**config.mk**
```make
export PLATFORM = sky130hd
export DESIGN_NAME = label_validator
export DESIGN_NICKNAME = d
export VERILOG_FILES = /design/src/include/label_pkg.sv /design/src/hw/label_validator.sv
export SDC_FILE = /design/constraint.sdc
export NUM_CORES = 1
export LEC_CHECK = 0
export BUFFER_PORTS_ARGS = -buffer_cell sky130_fd_sc_hd__buf_2
export CORE_ASPECT_RATIO = 1.75
export CORE_MARGIN = 2
export CORE_UTILIZATION = 50
export DETAILED_ROUTE_END_ITERATION = 12
export PLACE_DENSITY_LB_ADDON = 0.05
export SLEW_MARGIN = 20
export SYNTH_ARGS = -nofsm -noshare
export SYNTH_HDL_FRONTEND = slang
export SYNTH_SLANG_ARGS = --single-unit
```
**constraint.sdc**
```tcl
create_clock -name clk -period 12.7 [get_ports clk]
set_input_delay 1.27 -clock clk [delete_from_list [all_inputs] [get_ports clk]]
set_output_delay 1.27 -clock clk [all_outputs]
set_load 0.01 [all_outputs]
```
**src/include/label_pkg.sv**
```systemverilog
package label_pkg;
   // apb register byte offsets
   localparam logic [7:0] OFS_CTRL   = 8'h00;
   localparam logic [7:0] OFS_STATUS = 8'h04;
   localparam logic [7:0] OFS_SENSE  = 8'h08;
   localparam logic [7:0] OFS_DEND   = 8'h0C;
   localparam logic [7:0] OFS_EXTENT = 8'h10;
   // control register fields
   localparam int CTRL_OP_LSB = 0;
   localparam int CTRL_START  = 8;
   localparam int CTRL_ABORT  = 9;
   // command codes
   localparam logic [2:0] OP_READ      = 3'h0;
   localparam logic [2:0] OP_READ_DEL  = 3'h1;
   localparam logic [2:0] OP_WRITE     = 3'h2;
   localparam logic [2:0] OP_WRITE_DEL = 3'h3;
   localparam logic [2:0] OP_RIDX_DEL  = 3'h4;
   // label byte positions
   localparam int POS_ID     = 1;
   localparam int POS_RECLEN = 23;
   localparam int POS_XST    = 29;
   localparam int POS_XEN    = 35;
   localparam int POS_BYPASS = 41;
   localparam int POS_ACCESS = 42;
   localparam int POS_WPROT  = 43;
   localparam int POS_VERIFY = 73;
   localparam int POS_DEND   = 75;
   localparam int LABEL_LEN  = 80;
   // ebcdic characters
   localparam logic [7:0] CH_BLANK = 8'h40;
   localparam logic [7:0] CH_ZERO  = 8'hF0;
   localparam logic [7:0] CH_B     = 8'hC2;
   localparam logic [7:0] CH_P     = 8'hD7;
   localparam logic [7:0] CH_V     = 8'hE5;
   localparam logic [31:0] ID_VALID = 32'hC8C4D9F1;
   // geometry limits
   localparam logic [6:0] SEC_MAX    = 7'h1A;
   localparam logic [6:0] SEC_MIN    = 7'h01;
   localparam logic [6:0] TRK_MIN    = 7'h01;
   localparam logic [6:0] XEN_TRK    = 7'h4A;
   localparam logic [6:0] DEND_TRK   = 7'h4B;
   localparam logic [16:0] RLEN_MIN  = 17'h00001;
   localparam logic [16:0] RLEN_MAX  = 17'h00080;

   typedef struct packed {
      logic [6:0] track;
      logic [6:0] sector;
   } disk_addr_s;

   typedef struct packed {
      logic invalid_label;
      logic write_protect;
      logic track_zero_sense_bit;
      logic deleted_label_mark;
      logic deleted_data_mark;
   } sense_s;

   typedef struct packed {
      logic device_end;
      logic unit_check;
      logic unit_exception;
   } status_s;
endpackage

```
**src/hw/label_validator.sv**
```systemverilog
// The implementer's own choices: the APB register port and the placing of the registers.
`timescale 1ns/1ns
// Operation
// - extent start below track 1 sector 1 invalid
// - sector 00 or above 26 invalid
// - extent start middle digit must be 0
// - extent end above 74/26 invalid
// - extent end middle digit must be 0
// - data end within start and end plus one
// - data end above 75/01 invalid
// - data end middle digit must be 0
// - bypass B on read/write gives unit check
// - bypassed label ends command, no search
// - write protect P on writes gives check
// - record length 1 to 128 else invalid
// - read labels; track-zero bit marks label fault
// - deleted label on index read: exception
// - reads skip deleted labels to next
// - plain read withholds deleted records silently
// - read-deleted passes deleted records, exception
// - valid only with header-one identifier
// - non-blank access byte blocks processing
// - changed data set clears verify V
// - each written record updates data end
// - extent addresses taken from fixed positions
// - address is track, head, sector digits
module label_validator #(
   parameter int ADDR_W = 8
) (
   // clock and reset
   input  wire logic              clk,
   input  wire logic              sys_rst,
   // apb slave
   input  wire logic              psel,
   input  wire logic              penable,
   input  wire logic              pwrite,
   input  wire logic [ADDR_W-1:0] paddr,
   input  wire logic [31:0]       pwdata,
   output logic                   pready,
   output logic [31:0]            prdata,
   output logic                   pslverr,
   // sector stream from drive
   input  wire logic              sec_valid,
   input  wire logic              sec_start,
   input  wire logic              sec_end,
   input  wire logic              sec_del_mark,
   input  wire logic [7:0]        sec_byte,
   input  wire logic              drive_fault,
   // record data toward host channel
   output logic                   rd_valid,
   output logic [7:0]             rd_byte,
   output logic                   cmd_end
);

   typedef enum logic [1:0] {ST_IDLE, ST_LABEL, ST_CHECK, ST_DATA} state_e;

   state_e                state_q;
   logic [2:0]            op_q;
   logic [6:0]            pos_q;
   logic                  ldel_q;
   logic [7:0]            lbl_q [1:label_pkg::LABEL_LEN];
   label_pkg::disk_addr_s cur_q;
   label_pkg::disk_addr_s dend_q;
   logic                  verify_q;
   logic                  rec_del_q;
   label_pkg::sense_s     sense_q;
   label_pkg::status_s    stat_q;
   logic                  pready_q;
   logic [31:0]           prdata_q;
   logic                  pslverr_q;
   logic                  rd_valid_q;
   logic [7:0]            rd_byte_q;
   logic                  cmd_end_q;

   // ebcdic digit helpers
   function automatic logic is_dig(input logic [7:0] b);
      return (b[7:4] == 4'hF) && (b[3:0] <= 4'h9);
   endfunction

   function automatic logic [6:0] two_dig(input logic [7:0] hi,
                                          input logic [7:0] lo);
      return 7'(hi[3:0]) * 7'h0A + 7'(lo[3:0]);
   endfunction

   function automatic logic [16:0] rlen_dig(input logic [16:0] acc,
                                            input logic [7:0] b);
      return 17'(acc * 17'h0000A) + 17'(b[3:0]);
   endfunction

   // next sector address, wrapping to sector 1 of next track
   function automatic label_pkg::disk_addr_s adr_next(
         input label_pkg::disk_addr_s a);
      label_pkg::disk_addr_s n;
      n = a;
      if (a.sector >= label_pkg::SEC_MAX) begin
         n.track  = a.track + 7'h01;
         n.sector = label_pkg::SEC_MIN;
      end else begin
         n.sector = a.sector + 7'h01;
      end
      return n;
   endfunction

   // address field check: digits, head 0, sector 1..26
   function automatic logic adr_bad(input logic [7:0] b0,
                                    input logic [7:0] b1,
                                    input logic [7:0] b2,
                                    input logic [7:0] b3,
                                    input logic [7:0] b4);
      logic [6:0] s;
      s = two_dig(b3, b4);
      return !is_dig(b0) || !is_dig(b1) || (b2 != label_pkg::CH_ZERO)
             || !is_dig(b3) || !is_dig(b4)
             || (s == 7'h00) || (s > label_pkg::SEC_MAX);
   endfunction

   // field extraction from the stored label
   label_pkg::disk_addr_s xst_w;
   label_pkg::disk_addr_s xen_w;
   label_pkg::disk_addr_s dend_w;
   label_pkg::disk_addr_s xen_next_w;
   label_pkg::disk_addr_s cur_next_w;
   logic [16:0]           rlen_w;
   logic                  rlen_fmt_bad_w;
   logic [31:0]           ident_w;

   assign xst_w.track  = two_dig(lbl_q[29], lbl_q[30]);
   assign xst_w.sector = two_dig(lbl_q[32], lbl_q[33]);
   assign xen_w.track  = two_dig(lbl_q[35], lbl_q[36]);
   assign xen_w.sector = two_dig(lbl_q[38], lbl_q[39]);
   assign dend_w.track  = two_dig(lbl_q[75], lbl_q[76]);
   assign dend_w.sector = two_dig(lbl_q[78], lbl_q[79]);
   assign xen_next_w = adr_next(xen_w);
   assign cur_next_w = adr_next(cur_q);
   assign ident_w = {lbl_q[1], lbl_q[2], lbl_q[3], lbl_q[4]};

   // record length: leading blanks count as zero
   always_comb begin
      rlen_w = 17'h00000;
      rlen_fmt_bad_w = 1'b0;
      for (int i = label_pkg::POS_RECLEN; i < label_pkg::POS_RECLEN + 5;
           i++) begin
         if (lbl_q[i] == label_pkg::CH_BLANK) begin
            rlen_w = rlen_dig(rlen_w, 8'hF0);
         end else begin
            rlen_w = rlen_dig(rlen_w, lbl_q[i]);
            if (!is_dig(lbl_q[i])) begin
               rlen_fmt_bad_w = 1'b1;
            end
         end
      end
   end

   // label check terms
   logic xst_bad_w;
   logic xen_bad_w;
   logic dend_bad_w;
   logic rlen_bad_w;
   logic bypass_w;
   logic access_w;
   logic wprot_w;
   logic is_write_w;
   logic is_read_w;
   logic deleted_w;
   logic invalid_w;

   assign xst_bad_w = adr_bad(lbl_q[29], lbl_q[30], lbl_q[31], lbl_q[32],
                              lbl_q[33])
                   || (xst_w < {label_pkg::TRK_MIN,
                                label_pkg::SEC_MIN});
   assign xen_bad_w = adr_bad(lbl_q[35], lbl_q[36], lbl_q[37], lbl_q[38],
                              lbl_q[39])
                   || (xen_w > {label_pkg::XEN_TRK,
                                label_pkg::SEC_MAX});
   assign dend_bad_w = adr_bad(lbl_q[75], lbl_q[76], lbl_q[77], lbl_q[78],
                               lbl_q[79])
                    || (dend_w < xst_w) || (dend_w > xen_next_w)
                    || (dend_w > {label_pkg::DEND_TRK,
                                  label_pkg::SEC_MIN});
   assign rlen_bad_w = rlen_fmt_bad_w || (rlen_w < label_pkg::RLEN_MIN)
                    || (rlen_w > label_pkg::RLEN_MAX);
   assign is_write_w = (op_q == label_pkg::OP_WRITE)
                    || (op_q == label_pkg::OP_WRITE_DEL);
   assign is_read_w  = (op_q == label_pkg::OP_READ)
                    || (op_q == label_pkg::OP_READ_DEL);
   assign bypass_w = (lbl_q[41] == label_pkg::CH_B)
                  && (is_read_w || is_write_w);
   assign access_w = (lbl_q[42] != label_pkg::CH_BLANK);
   assign wprot_w  = is_write_w && (lbl_q[43] == label_pkg::CH_P);
   assign deleted_w = ldel_q || (ident_w != label_pkg::ID_VALID);
   assign invalid_w = xst_bad_w || xen_bad_w || dend_bad_w || rlen_bad_w
                   || bypass_w || access_w;

   // apb decode
   logic        apb_acc_w;
   logic        apb_wr_w;
   logic        hit_w;
   logic [31:0] rd_mux_w;
   logic        start_w;
   logic        abort_w;

   assign apb_acc_w = psel && penable && !pready_q;
   assign apb_wr_w  = psel && penable && pready_q && pwrite;
   assign hit_w = (paddr == ADDR_W'(label_pkg::OFS_CTRL))
               || (paddr == ADDR_W'(label_pkg::OFS_STATUS))
               || (paddr == ADDR_W'(label_pkg::OFS_SENSE))
               || (paddr == ADDR_W'(label_pkg::OFS_DEND))
               || (paddr == ADDR_W'(label_pkg::OFS_EXTENT));
   assign start_w = apb_wr_w && (state_q == ST_IDLE)
                 && (paddr == ADDR_W'(label_pkg::OFS_CTRL))
                 && pwdata[label_pkg::CTRL_START];
   assign abort_w = apb_wr_w && (state_q != ST_IDLE)
                 && (paddr == ADDR_W'(label_pkg::OFS_CTRL))
                 && pwdata[label_pkg::CTRL_ABORT];
   assign rd_mux_w =
      (paddr == ADDR_W'(label_pkg::OFS_CTRL))   ? {29'h0, op_q} :
      (paddr == ADDR_W'(label_pkg::OFS_STATUS)) ?
         {27'h0, state_q != ST_IDLE, 1'b0, stat_q} :
      (paddr == ADDR_W'(label_pkg::OFS_SENSE))  ? {27'h0, sense_q} :
      (paddr == ADDR_W'(label_pkg::OFS_DEND))   ?
         {15'h0, verify_q, 2'h0, dend_q} :
      (paddr == ADDR_W'(label_pkg::OFS_EXTENT)) ?
         {2'h0, xen_w, 2'h0, xst_w} : 32'h0000_0000;

   // apb answer one cycle into the access phase
   always_ff @(posedge clk or posedge sys_rst) begin
      if (sys_rst) begin
         pready_q  <= 1'b0;
         prdata_q  <= 32'h0000_0000;
         pslverr_q <= 1'b0;
      end else begin
         pready_q <= apb_acc_w;
         if (apb_acc_w) begin
            prdata_q  <= hit_w ? rd_mux_w : 32'h0000_0000;
            pslverr_q <= !hit_w;
         end else begin
            pslverr_q <= 1'b0;
         end
      end
   end

   // label byte capture, first byte of a sector lands at position 1
   always_ff @(posedge clk) begin
      if ((state_q == ST_LABEL) && sec_valid && sec_start) begin
         lbl_q[1] <= sec_byte;
      end else if ((state_q == ST_LABEL) && sec_valid && (pos_q != 7'h00)
                   && (pos_q <= 7'(label_pkg::LABEL_LEN))) begin
         lbl_q[pos_q] <= sec_byte;
      end
   end

   // record pass decision for the current data sector
   logic rec_del_w;
   logic pass_w;
   assign rec_del_w = sec_start ? sec_del_mark : rec_del_q;
   assign pass_w = (state_q == ST_DATA) && sec_valid && is_read_w
                && !(rec_del_w && (op_q == label_pkg::OP_READ));

   // command sequencer
   always_ff @(posedge clk or posedge sys_rst) begin
      if (sys_rst) begin
         state_q    <= ST_IDLE;
         op_q       <= label_pkg::OP_READ;
         pos_q      <= 7'h00;
         ldel_q     <= 1'b0;
         rec_del_q  <= 1'b0;
         cur_q      <= '0;
         dend_q     <= '0;
         verify_q   <= 1'b0;
         sense_q    <= '0;
         stat_q     <= '0;
         rd_valid_q <= 1'b0;
         rd_byte_q  <= 8'h00;
         cmd_end_q  <= 1'b0;
      end else begin
         cmd_end_q  <= 1'b0;
         rd_valid_q <= pass_w;
         if (pass_w) begin
            rd_byte_q <= sec_byte;
         end
         case (state_q)
            ST_IDLE: begin
               if (start_w) begin
                  op_q     <= pwdata[label_pkg::CTRL_OP_LSB +: 3];
                  sense_q  <= '0;
                  stat_q   <= '0;
                  verify_q <= 1'b0;
                  state_q  <= ST_LABEL;
               end
            end
            ST_LABEL: begin
               if (sec_valid) begin
                  if (sec_start) begin
                     pos_q  <= 7'h02;
                     ldel_q <= sec_del_mark;
                  end else begin
                     pos_q <= pos_q + 7'h01;
                  end
                  if (sec_end) begin
                     state_q <= ST_CHECK;
                  end
               end
            end
            ST_CHECK: begin
               pos_q <= 7'h00;
               if (op_q == label_pkg::OP_RIDX_DEL) begin
                  if (deleted_w) begin
                     stat_q.unit_exception      <= 1'b1;
                     sense_q.deleted_label_mark <= 1'b1;
                  end
                  stat_q.device_end <= 1'b1;
                  cmd_end_q <= 1'b1;
                  state_q   <= ST_IDLE;
               end else if (deleted_w && is_read_w) begin
                  state_q <= ST_LABEL;
               end else if (deleted_w || invalid_w) begin
                  sense_q.invalid_label        <= 1'b1;
                  sense_q.track_zero_sense_bit <= 1'b1;
                  stat_q.unit_check <= 1'b1;
                  stat_q.device_end <= 1'b1;
                  cmd_end_q <= 1'b1;
                  state_q   <= ST_IDLE;
               end else if (wprot_w) begin
                  sense_q.write_protect        <= 1'b1;
                  sense_q.track_zero_sense_bit <= 1'b1;
                  stat_q.unit_check <= 1'b1;
                  stat_q.device_end <= 1'b1;
                  cmd_end_q <= 1'b1;
                  state_q   <= ST_IDLE;
               end else begin
                  cur_q    <= xst_w;
                  dend_q   <= dend_w;
                  verify_q <= (lbl_q[73] == label_pkg::CH_V);
                  state_q  <= (is_read_w && (dend_w == xst_w)) ?
                              ST_IDLE : ST_DATA;
                  if (is_read_w && (dend_w == xst_w)) begin
                     stat_q.device_end <= 1'b1;
                     cmd_end_q <= 1'b1;
                  end
               end
            end
            ST_DATA: begin
               if (sec_valid && sec_start) begin
                  rec_del_q <= sec_del_mark;
               end
               if (pass_w && rec_del_w
                   && (op_q == label_pkg::OP_READ_DEL)) begin
                  stat_q.unit_exception     <= 1'b1;
                  sense_q.deleted_data_mark <= 1'b1;
               end
               if (sec_valid && sec_end) begin
                  cur_q <= cur_next_w;
                  if (is_write_w) begin
                     dend_q   <= cur_next_w;
                     verify_q <= 1'b0;
                  end
                  if ((is_read_w && (cur_next_w == dend_q))
                      || (is_write_w && (cur_next_w > xen_w))) begin
                     stat_q.device_end <= 1'b1;
                     cmd_end_q <= 1'b1;
                     state_q   <= ST_IDLE;
                  end
               end
            end
            default: state_q <= ST_IDLE;
         endcase
         // drive fault: track-zero bit tells label from data phase
         if (drive_fault && (state_q != ST_IDLE)) begin
            sense_q.track_zero_sense_bit <= (state_q != ST_DATA);
            stat_q.unit_check <= 1'b1;
            stat_q.device_end <= 1'b1;
            cmd_end_q <= 1'b1;
            state_q   <= ST_IDLE;
         end else if (abort_w) begin
            stat_q.device_end <= 1'b1;
            cmd_end_q <= 1'b1;
            state_q   <= ST_IDLE;
         end
      end
   end

   // outputs straight from flops
   assign pready  = pready_q;
   assign prdata  = prdata_q;
   assign pslverr = pslverr_q;
   assign rd_valid = rd_valid_q;
   assign rd_byte  = rd_byte_q;
   assign cmd_end  = cmd_end_q;

endmodule // label_validator

```
==> results of run 1 <==
-- cell usage in the layout (no fill, tap or decap), drive strengths merged, types with 10 or more instances in the layout --
| cell type | count |
|---|---|
| nand2b | 12 |
| a21o | 31 |
| mux2i | 14 |
| nand2 | 169 |
| xnor2 | 69 |
| ha | 165 |
| edfxtp | 224 |
| nor2 | 129 |
| a21oi | 79 |
| nor3 | 25 |
| a22oi | 10 |
| clkbuf | 43 |
| buf | 77 |
| nand4b | 12 |
| nor4 | 27 |
| nand3 | 57 |
| o211ai | 14 |
| o21ai | 109 |
| xor2 | 46 |
| and2 | 14 |
| inv | 88 |
| dfrtp | 91 |
| or4 | 11 |
| a31oi | 13 |
| fa | 20 |
| mux2 | 20 |
| nand4 | 33 |
| nor2b | 19 |
-- per-layer routing --
layer  GRT usage, %  up-vias  part of all wire, %
met1          24.90     6315                   37
met3          2.270      125                  2.8
met5              0        -                    0
met2          46.36      300                   54
li1               -     6308                    -
met4          13.39        0                  6.4
-- cells by family (layout without fill, tap and decap cells) --
group / after synthesis / in the layout / share of synthesized area [%]
and+or+nand+nor: 564 / 564 / 15.77
AOI/OAI and AO/OA: 327 / 327 / 11.11
DFF: 315 / 315 / 49.12
adders and majority gates: 185 / 185 / 13.45
buffers and inverters: 135 / 220 / 2.901
xor gates and xnor gates: 115 / 115 / 5.536
muxes: 34 / 34 / 2.075
other: 2 / 9 / 0.04097
-- state kept, by name (all words and copies together), names as in the netlist, 2 cells and up --
register,cells
state_q,2
op_q,3
dend_q,14
rd_byte,8
cur_q,14
sense_q,5
prdata,28
stat_q,3
lbl_q,224
pos_q,7
-- final timing paths --
path                               from          to  cells after the start
setup / recovery           lbl_q[23][3]   cur_q[12]                     33
hold / removal               prdata[28]  prdata[28]                      2
setup reg to reg           lbl_q[23][3]   cur_q[12]                     33
hold reg to reg              prdata[28]  prdata[28]                      2
max in group asynchronous       sys_rst  prdata[22]                      3
min in group asynchronous       sys_rst  rd_byte[0]                      2
-- power by group --
part / switching [uW] / leakage (uW) / internal (uW) / total (uW)
sequential: 0.372 / 0.00321 / 1100 / 1100
clock: 389 / 0.000479 / 504 / 893
combinational: 32.9 / 0.00453 / 7.99 / 40.9
-- through the flow --
| stage | power, uW | utilization [%] | area (um2) | std cells |
|---|---|---|---|---|
| after floorplan | 1141 | - | 18360 | 1684 |
| after CTS | 2053 | 55.88 | 20130 | 2239 |
| after detailed placement | 1167 | 53.14 | 19150 | 2183 |
| after global placement | 1167 | 53.14 | 19150 | 2183 |
| final | 2038 | 55.88 | 20130 | 2239 |
| after global routing | 2101 | 55.88 | 20130 | 2239 |
-- layout make-up --
class                           instances  area, um2  area share [%]
Sequential cell                       315       9004           44.72
Multi-Input combinational cell       1234       8825           43.83
Clock buffer                           43      839.6           4.170
Tap cell                              470      588.1           2.921
Timing Repair Buffer                   77      402.9           2.001
Inverter                               87      327.8           1.628
Clock inverter                         13      147.6          0.7333
-- worst max-delay path: cells and delay by family, from the launching register on --
kind                     cells  cell delay (ns)
AND/OR/NAND/NOR             10             3.63
multiplexers                 1             0.32
adder cells (fa/ha/maj)      9             2.83
buffers and inverters        1             0.07
flip-flops                   1             0.52
XOR/XNOR                     4             0.86
AO/OA/AOI/OAI                8             2.17
==> metrics.txt, run 1 <==
number of hold buffers added after CTS 0; fmax 94.94 MHz; Syn Area/Cell 10.93 um2; core area 0.03603 mm2; Place WS 2.088 ns; EDFF count, synth 224; Starting Density 50.88%; total setup buffers inserted after CTS 0; Netlist cell types 81; CTS root buffer clkbuf_16; P_leak 0.008226 uW; Cells after Synth 1677; Worst VDD drop 0.1085 mV; hold_ws 0.4720 ns; # clock sinks 315; Post-synth top cells edfxtp_1, nand2_1, ha_1; largest net degree at the start of global routing 66; CTS tree yes; most frequent CP cell ha_1; Syn Std Cell Area 0.01833 mm2; worst hold path type register to register; status completed; RSZ-0062 raised after global routing no; global-route wire length before repair 70980 um; max incr delay on CP 0.75 ns; Die H 257.3 um; Synth top area share 36.70%; Die Area 0.03827 mm2; H-Tree Depth 1; clk_lat worst skew 0.59 ns; Final min period 10.53 ns; final setup skew 0.03209 ns; crit path capture type register; routed vias/inst 5.828; vias in the first global route 13074; DRT Pass-1 Iters 5; register area share after synthesis 49.12%; ant diodes 0; Worst-Margin Slew 1.185 ns; total CTS buffers 30; Total GRT Usage 24.02%; Final Hold Fails 0; die width 148.7 um; max_slew headroom 20.14%; max-cap violations 0; Vias 13048; Tcrit/Tclk final 82.94%; Top Ports 102; top-count cell post-synth edfxtp_1; clock buffer depth 3; setup slack after layout 2.167 ns; GPL Wtd Cong 0.8864; Max Transition Viols Final 0; Fill cells 3079; DPL Wire Length 35350 um; CP Launch Type register; DRT iter0 DRCs 680; Crit Path Category register to register; endpoints failing setup 0; total gr overflow 0; setup TNS 0 ns; DRC viols 0; Pwr Density 101.2 mW/mm2; prevailing post-synth register cell edfxtp_1; P&R area growth vs syn 9.843%; yosys warns 0; routed wire length 46110 um; Routed Antenna Nets 0; crit-path max FO 14; Routed wire per std cell 20.59 um; Row Count 92; top area cells in the synthesized netlist edfxtp_1, dfrtp_1, ha_1, nand2_1, xnor2_1; number of synthesized register bits 315; initial antenna violation count 0; Final Net Count 1988; clock-pin slew on the worst setup and hold paths 0.06 ns; CP required 13.15 ns; I/O Buffers 70; register-to-register setup slack 2.17 ns; Worst EP arrival 10.99 ns; layout cell share with drive strength beyond 1 9.384%; # resized after CTS 0; asr flop ratio synth 28.89%; Crit-path slowest cell or4b_1; Synth area leader edfxtp_1
(Power assumes the default switching activity.)
==> run 2: changes to the inputs <==
--- a/config.mk
+++ b/config.mk
@@ -5,6 +5,7 @@
 export SDC_FILE = /design/constraint.sdc
 export NUM_CORES = 1
 export LEC_CHECK = 0
+export ABC_AREA = 1
 export BUFFER_PORTS_ARGS = -buffer_cell sky130_fd_sc_hd__buf_2
 export CORE_ASPECT_RATIO = 1.75
 export CORE_MARGIN = 2
==> constraint.sdc (replaced) <==
create_clock -name clk -period 9.4 [get_ports clk]
set_input_delay 0.94 -clock clk [delete_from_list [all_inputs] [get_ports clk]]
set_output_delay 0.94 -clock clk [all_outputs]
set_load 0.01 [all_outputs]
==> run 2 against run 1 <==
Net effect: non-clock buffer count grew 4; worst hold slack lost 0.16 ns; clock skew shrank 0.015 ns; sequential power grew 50%; count of clock-buffer cells in the layout shrank 13; clock power grew 31%; worst setup slack lost 1.4 ns.
==> metrics.txt, run 2 <==
status completed; Starting Density 50.66%; Top Ports 102; Post-synth top cells nand2_1, inv_1, edfxtp_1; Final Hold Fails 0; total CTS buffers 29; Vias 14704; most common cell after layout, fill and taps aside nand2_1; ant diodes 0; EDFF count, synth 224; final setup skew 0.01731 ns; CP Launch Type register; Synth top area share 35.28%; Worst EP arrival 9.13 ns; DPL Wire Length 38130 um; Routed Antenna Nets 0; R2R depth 47; most frequent CP cell nand2_1; asr flop ratio synth 28.89%; total gr overflow 0; Largest Register lbl_q; Final min period 8.665 ns; initial antenna violation count 1; Die Area 0.03978 mm2; Total GRT Usage 24.70%; clk_lat worst skew 0.58 ns; routed vias/inst 5.444; most frequent cells in the layout nand2_1, inv_1, edfxtp_1; endpoints failing setup 0; H-Tree Depth 1; P&R area growth vs syn 10.54%; max_slew headroom 25.38%; Worst-Margin Slew 1.119 ns; Final Net Count 2446; Die H 262.3 um; Syn Area/Cell 9.046 um2; Syn Std Cell Area 0.01907 mm2; yosys warns 0; Crit Path Category register to register; top-count cell post-synth nand2_1; max incr delay on CP 0.50 ns; register-to-register setup slack 0.74 ns; fmax 115.4 MHz; # clock sinks 315; clock buffer depth 3; hold_ws 0.3165 ns; R2R Path Start lbl_q[23][1]; Crit-path slowest cell edfxtp_1; vias in the first global route 14755; max reg flops 224; DRT iter0 DRCs 639; core area 0.03764 mm2; DRT Pass-1 Iters 5; CTS tree yes; CP endpoint dend_q[9]; Netlist cell types 62; max-cap violations 0; global-route wire length before repair 75580 um; Synth area leader edfxtp_1; CP required 9.86 ns; prevailing post-synth register cell edfxtp_1; routed wire length 49260 um; clock-pin slew on the worst setup and hold paths 0.07 ns; Crit. Startpoint lbl_q[23][1]; Tcrit/Tclk final 92.18%; register area share after synthesis 47.22%; Row Count 94; top area cells in the synthesized netlist edfxtp_1, dfrtp_1, ha_1, nand2_1, inv_1; die width 151.6 um; layout cell share with drive strength beyond 1 8.465%; P_leak 0.009535 uW; reg2reg end dend_q[9]; number of synthesized register bits 315; largest net degree at the start of global routing 72; Pwr Density 166.6 mW/mm2; Max Transition Viols Final 0; Routed wire per std cell 18.24 um; Worst VDD drop 0.1091 mV; CTS root buffer clkbuf_16; Cells after Synth 2108; crit path capture type register; DRC viols 0; I/O Buffers 70; GPL Wtd Cong 0.8789; worst hold path type input pin to async pin; crit-path max FO 7; Finished Core Util 56.00%
-- run 2: how the worst min path moves through the flow --
stage / start / end / depth (start not counted)
after floorplan: dend_q[6] / dend_q[6] / 2
after global placement: dend_q[6] / dend_q[6] / 2
after detailed placement: dend_q[6] / dend_q[6] / 2
after CTS: sys_rst / rd_byte[6] / 2
after global routing: sys_rst / rd_byte[7] / 2
final: sys_rst / rd_byte[7] / 2
-- run 2: critical path, delay by kind of cell, from the launching register on --
family | cells | cell delay (ns)
xor gates and xnor gates | 4 | 0.78
DFF | 1 | 0.50
AOI/OAI and AO/OA | 6 | 0.93
adders and majority gates | 9 | 2.94
and+or+nand+nor | 20 | 2.64
buffers and inverters | 8 | 0.75
-- run 2: layer usage --
| metal | GRT usage, % | vias to the layer above | routed length [um] |
|---|---|---|---|
| met2 | 48.33 | 315 | 27410 |
| met3 | 2.674 | 158 | 1492 |
| met4 | 15.27 | 2 | 3605 |
| li1 | - | 7276 | - |
| met1 | 23.64 | 6953 | 16740 |
| met5 | 0 | - | 13 |
-- run 2: metrics by stage --
stage	setup slack (ns)	instance area [um2]	power, uW	setup TNS, ns	cells
detailed placement	0.4729	19940	2316	0	2642
global placement	0.6346	19940	2302	0	2642
CTS	0.4166	20880	3483	0	2691
global route	-0.02121	21080	3674	-0.04118	2701
floorplan	1.789	19090	2122	0	2115
finish	0.7352	21080	3512	0	2701
-- run 2: cells by family (layout without fill, tap and decap cells) --
| kind of cell | count (synthesis) | count (layout) | share of synthesized area, % |
|---|---|---|---|
| AOI/OAI and AO/OA | 257 | 257 | 7.854 |
| xor gates and xnor gates | 82 | 82 | 3.766 |
| adders and majority gates | 185 | 185 | 12.93 |
| buffers and inverters | 348 | 451 | 7.060 |
| DFF | 315 | 315 | 47.22 |
| muxes | 2 | 2 | 0.1181 |
| other | 2 | 9 | 0.03938 |
| and+or+nand+nor | 917 | 920 | 21.02 |
-- run 2: final cells by class --
cell class | count | area, um2
Timing Repair Buffer | 81 | 445.4
Clock buffer | 30 | 729.5
Tap cell | 480 | 600.6
Fill cell | 3424 | 16560
Clock inverter | 19 | 209.0
Inverter | 321 | 1210
Multi-Input combinational cell | 1455 | 8880
Sequential cell | 315 | 9004
-- run 2: power by group --
| group | switching [uW] | total (uW) | internal, uW |
|---|---|---|---|
| clock network | 520 | 1170 | 651 |
| registers | 71.9 | 1650 | 1580 |
| logic | 469 | 691 | 222 |
-- run 2: timing repair --
item / in CTS / in global routing
hold endpoints to repair: 0 / 0
hold buffers: 0 / 0
setup buffers: 0 / 7
setup endpoints to repair: 0 / 37
resized for setup: 0 / 23
==> run 3: changes to the inputs <==
--- a/config.mk
+++ b/config.mk
@@ -5,10 +5,7 @@
 export SDC_FILE = /design/constraint.sdc
 export NUM_CORES = 1
 export LEC_CHECK = 0
-export ABC_AREA = 1
 export BUFFER_PORTS_ARGS = -buffer_cell sky130_fd_sc_hd__buf_2
-export CORE_ASPECT_RATIO = 1.75
-export CORE_MARGIN = 2
 export CORE_UTILIZATION = 50
 export DETAILED_ROUTE_END_ITERATION = 12
 export PLACE_DENSITY_LB_ADDON = 0.05
==> run 3 against run 2 <==
Net effect: sequential share of layout area decreased by 0.57 points; sequential cell count unchanged; non-clock buffer count increased by 63; die area decreased by 5.9%; largest cell class is now multi-input gates; largest power group unchanged.
==> metrics.txt, run 3 (synthesized netlist as in run 1, its figures left out) <==
Routed Antenna Nets 0; routed wire length 44910 um; register-to-register setup slack 0.31 ns; Design Area, Final 0.02136 mm2; clk_lat worst skew 0.57 ns; global-route wire length before repair 70720 um; Crit-path slowest cell or4_4; most frequent cells in the layout edfxtp_1, nand2_1, ha_1; Pwr Density 138.5 mW/mm2; Final Non-Filler Cells 2307; Final Hold Fails 0; P_leak 0.008763 uW; switching pwr 621.6 uW; DRT iter0 DRCs 722; max-cap violations 0; Row Count 69; final setup skew 0.02377 ns; number of hold buffers added after CTS 0; worst hold path type input pin to async pin; clock buffer depth 3; Crit. Startpoint lbl_q[23][3]; R2R Path Start lbl_q[23][3]; max reg flops 224; status completed; P&R area growth vs syn 16.55%; logic gate share of total power 1.9%; reg2reg end cur_q[8]; R2R depth 38; DPL Wire Length 32480 um; vias in the first global route 12972; Starting Density 51.16%; max_slew headroom 30.40%; Vias 13287; Final Net Count 2062; placed cells 2229; Total GRT Usage 24.11%; crit-path max FO 6; area occupied by multi-input gates 0.009306 mm2; Tcrit/Tclk final 96.74%; max incr delay on CP 0.52 ns; Routed wire per std cell 19.47 um; setup slack after layout 0.3064 ns; most common cell after layout, fill and taps aside edfxtp_1; Finished Core Util 59.63%; DRC viols 0; Max Transition Viols Final 0; H-Tree Depth 2; Die H 193.5 um; fmax 110.0 MHz; total gr overflow 0; sequential power share 50.4%; initial antenna violation count 1; routed vias/inst 5.759; CP required 9.84 ns; internal power 2337 uW; endpoints failing setup 0; register area 0.009004 mm2; Crit Path Category register to register; Sw Ratio 21.01%; CTS tree yes; layout cell share with drive strength beyond 1 16.26%; total CTS buffers 36; largest net degree at the start of global routing 61; Worst EP arrival 9.53 ns; Worst-Margin Slew 1.040 ns; CP Launch Type register; Fill cells 2985; Worst VDD drop 0.2215 mV; # clock sinks 315; die width 193.5 um; DRT Pass-1 Iters 7; I/O Buffers 70; Die Area 0.03743 mm2; Largest Register lbl_q; CTS root buffer clkbuf_16; clock-pin slew on the worst setup and hold paths 0.06 ns; core area 0.03583 mm2; clock group share of total power 47.7%; GPL Wtd Cong 0.8829; placed inst area 0.01957 mm2; crit path capture type register; CP endpoint cur_q[8]; Place WS -0.2625 ns; Top Ports 102; Final min period 9.094 ns
## run 3: power groups by stage
stage	combinational (uW)	sequential, uW	clock, uW
2_1_floorplan	20.3	1520	0
3_3_place_gp	57.1	1520	0
3_5_place_dp	57.6	1520	0
4_1_cts	57.6	1490	1440
5_1_grt	62.7	1490	1490
6_report	56.2	1490	1410
## run 3: worst min path at each step
stage / start / endpoint / slack [ns] / depth (start not counted)
after global routing: sys_rst / pos_q[3] / 0.42 / 2
after global placement: rd_byte[1] / rd_byte[1] / 0.46 / 2
after detailed placement: rd_byte[3] / rd_byte[3] / 0.46 / 2
final: sys_rst / pos_q[3] / 0.39 / 2
after floorplan: sense_q[0] / sense_q[0] / 0.45 / 2
after CTS: sys_rst / rd_byte[7] / 0.38 / 2
## run 3: what timing repair did
action	CTS	global route
endpoints found under the setup margin	29	37
gates cloned	0	1
gates resized for setup	6	74
pin swaps	1	36
setup buffers	1	11
## run 3: worst max-delay path, delay by kind of cell, from the launching register on
family,cells,cell delay [ns]
and+or+nand+nor,15,3.47
adders and majority gates,9,2.49
AOI/OAI and AO/OA,7,1.47
xor gates and xnor gates,3,0.43
DFF,1,0.39
buffers and inverters,3,0.38
muxes,1,0.31
## run 3: per-stage QoR
step | TNS (ns) | power, uW | hold WS [ns]
final | 0 | 2958 | 0.3866
after global routing | -1.600 | 3042 | 0.4154
after CTS | 0 | 2987 | 0.3751
after detailed placement | -4.915 | 1578 | 0.4573
after global placement | -2.105 | 1577 | 0.4552
after floorplan | 0 | 1541 | 0.4471
## run 3: area by class of cell
type | instances | share of cell area, %
Clock inverter | 11 | 0.8316
Clock buffer | 53 | 4.855
Multi-Input combinational cell | 1235 | 43.56
Inverter | 87 | 1.540
Timing Repair Buffer | 144 | 4.357
Antenna cell | 1 | 0.01171
Tap cell | 461 | 2.700
Sequential cell | 315 | 42.14
## run 3: per-layer routing
metal,vias to the layer above,wire [um],track usage (%)
met5,-,0,0
met1,6460,21080,34.21
li1,6464,-,-
met4,0,1001,6.904
met3,58,2511,4.411
met2,305,20320,37.87
